===== src/common/led_sink_map.svh =====
// Offsets, reset values and command counts of the sink driver.
// Assumes inclusion by bare name from the package and design.
`ifndef LED_SINK_MAP_SVH
`define LED_SINK_MAP_SVH
// ****************************************
// Configuration word
// ****************************************
`define CFG_RESET      16'h3C6B
`define CFG_WMASK      16'hBFFF
`define CFG_POS_SLOW   15
`define CFG_POS_ZP     7
`define CFG_POS_THERM  6
// ****************************************
// Edge counts per command
// ****************************************
`define CMD_LATCH      4'h0
`define CMD_WR_CFG     4'h4
`define CMD_RD_CFG     4'h5
`define CMD_OPEN       4'h6
`define CMD_SHORT      4'h7
`define CMD_STATUS     4'h8
`define CMD_LEAK       4'h9
`define CMD_WAKE       4'hD
`define CNT_SAT        4'hE
`endif


===== src/common/led_sink_pkg.sv =====
// Types shared by the sink driver serial port.
// Assumes led_sink_map.svh on the include path.
package led_sink_pkg;
`include "led_sink_map.svh"
   typedef struct packed {
      logic       slow_edges;
      logic       rsvd;
      logic [1:0] short_thresh;
      logic [1:0] leak_thresh;
      logic [1:0] detect_current;
      logic       zero_power_en;
      logic       thermal_en;
      logic [5:0] gain;
   } cfg_s;
   typedef struct packed {
      logic clk_rise;
      logic data;
      logic strobe_rise;
      logic strobe_fall;
   } link_ev_s;
   typedef enum logic [4:0] {
      DET_IDLE   = 5'b00001,
      DET_OPEN   = 5'b00010,
      DET_SHORT  = 5'b00100,
      DET_STATUS = 5'b01000,
      DET_LEAK   = 5'b10000
   } detect_e;
endpackage


===== src/hw/led_sink_serial_command_port.sv =====
// Serial command port of a sixteen-channel sink driver, with its FIFO.
// Assumes link pins are asynchronous; fault inputs are on clk.
`timescale 1ns/1ps
`include "led_sink_map.svh"

// ****************************************
// Event FIFO
// ****************************************
module led_sink_fifo #(
   parameter int WIDTH = 4,
   parameter int DEPTH = 8
) (
   // Clock and reset
   input  wire logic             clk,
   input  wire logic             resetn,
   // Fill side
   input  wire logic             in_valid,
   output logic                  in_ready,
   input  wire logic [WIDTH-1:0] in_data,
   // Drain side
   output logic                  out_valid,
   input  wire logic             out_ready,
   output logic [WIDTH-1:0]      out_data
);
   localparam int AW = $clog2(DEPTH);
   localparam int CW = $clog2(DEPTH + 1);
   typedef struct packed {
      logic [DEPTH-1:0][WIDTH-1:0] mem;
      logic [AW-1:0]               rd;
      logic [AW-1:0]               wr;
      logic [CW-1:0]               cnt;
   } fifo_s;
   fifo_s st;
   fifo_s next_st;
   logic  push;
   logic  pop;

   assign in_ready  = (st.cnt != CW'(DEPTH));
   assign out_valid = (st.cnt != '0);
   assign out_data  = st.mem[st.rd];
   assign push      = in_valid && in_ready;
   assign pop       = out_valid && out_ready;

   always_comb
   begin
      next_st = st;
      if (push)
      begin
         next_st.mem[st.wr] = in_data;
         next_st.wr = (st.wr == AW'(DEPTH - 1)) ? '0 : st.wr + 1'b1;
      end
      if (pop)
         next_st.rd = (st.rd == AW'(DEPTH - 1)) ? '0 : st.rd + 1'b1;
      next_st.cnt = st.cnt + CW'(push) - CW'(pop);
   end

   always_ff @(posedge clk or negedge resetn)
   begin
      if (!resetn)
         st <= '0;
      else
         st <= next_st;
   end
endmodule // led_sink_fifo

// Functional notes
// - Each serial bit shifts into a sixteen-bit register on link clock rise.
// - Strobe with no clock edges, outside detection, copies shift register into output latch.
// - Channel sinks only while gate low and its latch bit is one.
// - Count clock rises inside strobe; act after strobe falls.
// - Strobe with no edges also ends any running detection.
// - Four edges load the configuration register from shift register.
// - Five edges put configuration into the shift path for readout.
// - Six edges start open detection; all channels forced off meanwhile.
// - Seven, eight, nine edges start short, status and leakage detection.
// - Thirteen edges wake the device from zero-power mode.
// - Fourteen or more edges do nothing.
// - Bit F selects edge rate, zero fast, default zero.
// - Bits D..C select short threshold, default 11.
// - Bits B..A select leakage threshold, default 11.
// - Bits 9..8 select detection current, default 00.
// - Bit 6 enables thermal shutdown, default one; shutdown turns all off.
// - Bits 5..0 set current gain, default 101011.
// - Stop strobe loads detection report into shift path for readout.
// - Flag zero means fault; all ones while in zero-power mode, except in status detection.
// - Detection ends with a strobe of any edge count while clock runs.
module led_sink_serial_command_port (
   // Clock and reset
   input  wire logic                   clk,
   input  wire logic                   resetn,
   // Link pins
   input  wire logic                   link_clk,
   input  wire logic                   serial_in,
   input  wire logic                   frame_strobe,
   input  wire logic                   output_gate_n,
   output logic                        serial_out,
   // Analog front end
   input  wire logic [15:0]            open_fault,
   input  wire logic [15:0]            short_fault,
   input  wire logic [15:0]            leak_fault,
   input  wire logic                   rext_open,
   input  wire logic                   temp_alarm,
   input  wire logic                   temp_shutdown,
   // Channel and analog controls
   output logic [15:0]                 sink_channels,
   output led_sink_pkg::cfg_s          driver_configuration,
   output led_sink_pkg::detect_e       detect_mode,
   output logic                        zero_power,
   output logic                        thermal_off
);
   import led_sink_pkg::*;

   // ****************************************
   // State
   // ****************************************
   typedef struct packed {
      logic [3:0] s1;
      logic [3:0] s2;
      logic [3:0] prev;
      link_ev_s   pend;
      logic       pend_valid;
      logic [15:0] shift;
      logic [15:0] latch;
      cfg_s       cfg;
      detect_e    detect;
      logic [3:0] count;
      logic       framing;
      logic       exec_pend;
      logic       zero_power;
      logic       thermal_off;
      logic       serial_out;
      logic [15:0] sink;
   } core_s;
   core_s      st;
   core_s      next_st;
   link_ev_s   ev;
   link_ev_s   fifo_out;
   logic       fifo_in_ready;
   logic       fifo_out_valid;
   logic       fifo_pop;

   // Flag word loaded into the shift path at a stop strobe
   function automatic logic [15:0] report_word(
      input detect_e     mode,
      input logic [15:0] op,
      input logic [15:0] sh,
      input logic [15:0] lk,
      input logic [3:0]  stat,
      input logic        zp
   );
      logic [15:0] r;
      r = 16'hFFFF;
      if (mode == DET_OPEN)
         r = ~op;
      else if (mode == DET_SHORT)
         r = ~sh;
      else if (mode == DET_LEAK)
         r = ~lk;
      else if (mode == DET_STATUS)
         r = {12'hFFF, stat};
      if (zp && (mode != DET_STATUS))
         r = 16'hFFFF;
      return r;
   endfunction

   // ****************************************
   // Link event capture
   // ****************************************
   // Bit order in sync regs: 3 clock, 2 data, 1 strobe, 0 gate
   assign ev.clk_rise    = st.s2[3] && !st.prev[3];
   assign ev.data        = st.s2[2];
   assign ev.strobe_rise = st.s2[1] && !st.prev[1];
   assign ev.strobe_fall = !st.s2[1] && st.prev[1];
   assign fifo_pop       = fifo_out_valid && !st.exec_pend;

   led_sink_fifo #(
      .WIDTH (4),
      .DEPTH (8)
   ) u_fifo (
      .clk       (clk),
      .resetn    (resetn),
      .in_valid  (st.pend_valid),
      .in_ready  (fifo_in_ready),
      .in_data   (st.pend),
      .out_valid (fifo_out_valid),
      .out_ready (!st.exec_pend),
      .out_data  (fifo_out)
   );

   // ****************************************
   // Next state
   // ****************************************
   always_comb
   begin
      next_st = st;
      next_st.s1 = {link_clk, serial_in, frame_strobe, output_gate_n};
      next_st.s2 = st.s1;
      next_st.prev = st.s2;
      // Held word waits while the FIFO is full
      if (st.pend_valid && fifo_in_ready)
         next_st.pend_valid = 1'b0;
      if (ev.clk_rise || ev.strobe_rise || ev.strobe_fall)
      begin
         next_st.pend = next_st.pend_valid ? (st.pend | ev) : ev;
         next_st.pend_valid = 1'b1;
      end
      if (fifo_pop)
      begin
         if (fifo_out.strobe_rise)
         begin
            next_st.count = `CMD_LATCH;
            next_st.framing = 1'b1;
         end
         if (fifo_out.clk_rise)
         begin
            next_st.serial_out = st.shift[15];
            next_st.shift = {st.shift[14:0], fifo_out.data};
            if (next_st.framing && (next_st.count != `CNT_SAT))
               next_st.count = next_st.count + 4'h1;
         end
         if (fifo_out.strobe_fall)
         begin
            next_st.framing = 1'b0;
            next_st.exec_pend = 1'b1;
         end
      end
      if (st.exec_pend)
      begin
         next_st.exec_pend = 1'b0;
         // Any strobe ends detection; only zero edges yields a report
         next_st.detect = DET_IDLE;
         unique case (st.count)
            `CMD_LATCH:
            begin
               if (st.detect != DET_IDLE)
                  next_st.shift = report_word(st.detect, open_fault, short_fault,
                     leak_fault, {st.zero_power, !st.thermal_off, !temp_alarm,
                     !rext_open}, st.zero_power);
               else
               begin
                  next_st.latch = st.shift;
                  if (st.cfg.zero_power_en && (st.shift == 16'h0000))
                     next_st.zero_power = 1'b1;
               end
            end
            `CMD_WR_CFG: next_st.cfg = cfg_s'(st.shift & `CFG_WMASK);
            `CMD_RD_CFG: next_st.shift = st.cfg;
            `CMD_OPEN:   next_st.detect = DET_OPEN;
            `CMD_SHORT:  next_st.detect = DET_SHORT;
            `CMD_STATUS: next_st.detect = DET_STATUS;
            `CMD_LEAK:   next_st.detect = DET_LEAK;
            `CMD_WAKE:
            begin
               next_st.zero_power = 1'b0;
               next_st.thermal_off = 1'b0;
            end
            default: next_st.detect = DET_IDLE;
         endcase
      end
      if (!st.cfg.zero_power_en)
         next_st.zero_power = 1'b0;
      // Hardware set wins over a wake clear
      if (st.cfg.thermal_en && temp_shutdown)
         next_st.thermal_off = 1'b1;
      if ((st.detect != DET_IDLE) || st.thermal_off || st.zero_power)
         next_st.sink = 16'h0000;
      else
         next_st.sink = st.s2[0] ? 16'h0000 : st.latch;
   end

   always_ff @(posedge clk or negedge resetn)
   begin
      if (!resetn)
      begin
         st <= '0;
         // Idle pin levels: clock low, strobe low, gate high
         st.s1 <= 4'h1;
         st.s2 <= 4'h1;
         st.prev <= 4'h1;
         st.cfg <= cfg_s'(`CFG_RESET);
         st.detect <= DET_IDLE;
      end
      else
         st <= next_st;
   end

   assign serial_out           = st.serial_out;
   assign sink_channels        = st.sink;
   assign driver_configuration = st.cfg;
   assign detect_mode          = st.detect;
   assign zero_power           = st.zero_power;
   assign thermal_off          = st.thermal_off;
endmodule // led_sink_serial_command_port


===== config.mk =====
export PLATFORM = sky130hd
export DESIGN_NAME = led_sink_serial_command_port
export DESIGN_NICKNAME = d
export VERILOG_FILES = /design/src/common/led_sink_pkg.sv /design/src/hw/led_sink_serial_command_port.sv
export VERILOG_INCLUDE_DIRS = /design/src /design/src/common
export SDC_FILE = /design/constraint.sdc
export NUM_CORES = 1
export LEC_CHECK = 0
export ABC_AREA = 1
export BUFFER_PORTS_ARGS = -buffer_cell sky130_fd_sc_hd__buf_2
export CAP_MARGIN = 20
export CORE_MARGIN = 2
export CORE_UTILIZATION = 57
export CTS_CLUSTER_DIAMETER = 40
export CTS_CLUSTER_SIZE = 30
export DETAILED_ROUTE_END_ITERATION = 12
export GPL_TIMING_DRIVEN = 0
export PLACE_DENSITY_LB_ADDON = 0.2
export SETUP_SLACK_MARGIN = 0.3
export SYNTH_ARGS = -nofsm -noshare
export SYNTH_HDL_FRONTEND = slang
export SYNTH_SLANG_ARGS = --single-unit

===== constraint.sdc =====
create_clock -name clk -period 2.8 [get_ports clk]
set_input_delay 0.42 -clock clk [delete_from_list [all_inputs] [get_ports clk]]
set_output_delay 0.42 -clock clk [all_outputs]
set_load 0.01 [all_outputs]

==> results.cfg <==
[place]
io_buffers = 95
hpwl_microns = 10700
postPlaceCellArea_sq_mm = 0.00743
post-place-cells = 1064
gp_congestion = 0.854
dp_worst_setup_slack_ns = 0.372

[timing]
fin_crit_ns = 2.36
fmax_mhz = 424
setup_viol = 0
clock_skew_ns = 0.00625
hold_viol_final = 0
hold-worst-slack_ns = 0.115
drv_slew = 0
worst-slew-pin-transition_ns = 0.506
slew_headroom = 0.663
setup_ws_ns = 0.439
rsz0062_at_grt = yes
fin_crit_sh = 0.843

[critical_path]
slowest_stage = dfrtp_1
setup.worst_path.end_class = flip-flop
cp_max_fo = 10
critical_path_class = reg2reg
cp-start-kind = flip-flop
worstPathRequired_ns = 3.09
slowest_delay_ns = 0.37
arrival_ns = 2.66
crit_buf_inv = 3
crit_chain = buf_2 > buf_4 > nand2_1 > nand3_1 > nand3_1 > nand2_2 > nand2_1 > inv_1 > ha_1 > and3_1 > o21ai_2 > nand3_1 > o21bai_1 > nand2_1
path_delay_family = simple AND/OR/NAND/NOR gates

[yosys]
netlist_area_sq_mm = 0.00675
synth-edff-count = 0
syn_area_per_cell_sq_um = 8.18
ys_types = 37
synth-main-ff-cell = dfrtp_1
synthArstFlopShare = 1.00
yosysWarnings = 0
synthCells = 825
synth_nets = 895
synth_top_cell_area_share = 0.453
synth_area_leader_cell = dfrtp_1
ys_top_cells_by_area = dfrtp_1 (45%), nand2_1 (12%), o21ai_0 (8.2%), inv_1 (6.6%), dfstp_2 (4.7%)
ys_ff_latch = 134
synth_seq_area_share = 0.499

[route]
wl_per_cell_microns = 13.8
post-route-drc-count = 0
wl_microns = 15100
viasPerCell = 5.14
vias = 5643
dr.pass1.iters = 5
drtIter0Drc = 408
postRouteAntennaNets = 0

[floorplanning]
die_width_microns = 113
die-area_sq_mm = 0.0127
row_count = 39
start_util = 0.588
die_y_microns = 113
coreArea_sq_mm = 0.0115
ios = 97

[layout]
nets = 1011
drive_above_1_share = 0.231
fillCellCount = 918
final_cell_mix = nand2_1 (215), dfrtp_1 (122), inv_1 (117)
design_area_sq_mm = 0.00804
stdcell_count = 1097
final_util = 0.701
layout_commonest_cell = nand2_1
num_antenna_cells = 0
synthToLayoutAreaGrowth_pct = 19.2

[clock_tree]
cts.clk_slew.worst_paths_ns = 0.05
clk_latency_ns = 0.41
cts_sinks = 134
cts.htree.levels = 4
cts_buffer_depth = 2
cts_setup_buffers = 0
root_buffer = clkbuf_16
cts_tree = yes
numCtsBuffers = 17

[hold_path]
hold_class = in2reg

[global_route]
top_usage_layer = met2
use_met3 = 0.0643
use_met1 = 0.314
antenna_found_initial = 0
grt_util_met2 = 0.426
grt_use_total = 0.250
grt_pass1_vias = 5519
grt_pass1_wl_microns = 25300
gr-total-overflow = 0
grt_start_max_net_pins = 102

[run_status]
status = completed

[power]
powerDensity_mw_per_mm2 = 1130
ir_worst_vdd_mv = 1.01
p_leak_nw = 4.33

[flow_run]
maxCapViolations = 0
==> through the flow <==
stage	TNS (ns)	total power [mW]
floorplan	0	5.81
global placement	-54.17	6.68
detailed placement	0	6.81
CTS	0	9.10
global route	0	9.82
finish	0	9.08
==> kinds of logic after synthesis <==
logic type | Yosys count | share of synthesized area
xor+xnor | 3 | 0.00390
buf+inv | 182 | 0.127
flops | 134 | 0.499
compound gates | 153 | 0.133
other cells | 1 | 0.000556
simple gates | 339 | 0.211
fa+ha+maj | 13 | 0.0252
==> Yosys cell counts, types with 3 or more instances <==
library cell and n:
a21oi_1 10, a22oi_1 11, buf_2 12, buf_4 40
clkbuf_1 7, dfrtp_1 122, dfstp_2 12, ha_1 12
inv_1 118, inv_2 4, nand2_1 216, nand3_1 38
nand4_1 10, nor2_1 57, nor2_4 3, o211ai_1 4
o211ai_2 10, o21ai_0 110, o22ai_1 4, or2_2 5
==> routing by layer <==
| metal | wire length (microns) | up-vias | share of wire |
|---|---|---|---|
| met5 | 0 | - | 0 |
| met4 | 317 | 0 | 0.021 |
| met3 | 588 | 26 | 0.039 |
| met2 | 7760 | 135 | 0.51 |
| met1 | 6470 | 2658 | 0.43 |
| li1 | - | 2824 | - |
==> report_power, final <==
group / total [mW] / internal, mW / switching [mW]
combinational: 3.66 / 1.42 / 2.24
clock: 2.22 / 1.44 / 0.776
sequential: 3.20 / 2.71 / 0.494
total: 9.08 / 5.56 / 3.51
==> worst paths after layout <==
| path | startpoint | end | slack, ns | cells past startpoint |
|---|---|---|---|---|
| min reg2reg | next_st[87]$_DFF_PN1_ | next_st[83]$_DFF_PN1_ | 0.35 | 0 |
| max | u_fifo.st[7]$_DFFE_PN0N_ | st[24]$_DFFE_PN0N_ | 0.44 | 14 |
| min in group asynchronous | resetn | st[55]$_DFFE_PN0P_ | 0.46 | 2 |
| max reg2reg | u_fifo.st[7]$_DFFE_PN0N_ | st[24]$_DFFE_PN0N_ | 0.44 | 14 |
| min | frame_strobe | next_st[88]$_DFF_PN0_ | 0.11 | 1 |
| max in group asynchronous | resetn | next_st[87]$_DFF_PN1_ | 1.54 | 3 |
==> final cells by class <==
class | count | area (sq um) | area share
Buffer | 60 | 400 | 0.0498
Timing Repair Buffer | 97 | 519 | 0.0646
Inverter | 122 | 458 | 0.0569
Sequential cell | 134 | 3370 | 0.419
Multi-Input combinational cell | 509 | 2520 | 0.314
Clock buffer | 23 | 468 | 0.0582
Clock inverter | 9 | 125 | 0.0156
Tap cell | 143 | 179 | 0.0222
==> registers in the layout, summed over array words and instances (netlist names) <==
register	count
next_st	7
st	45
sink_channels	16
ev	1
driver_configuration	15
serial_out	1
detect_mode	5
zero_power	1
thermal_off	1
u_fifo.st	42
==> timing repair <==
action	CTS	global route
hold endpoints to repair	27	0
setup endpoints to repair	0	5
hold buffers	1	0
gates resized for setup	0	3
Note: power is estimated with default switching activity, not from simulation.
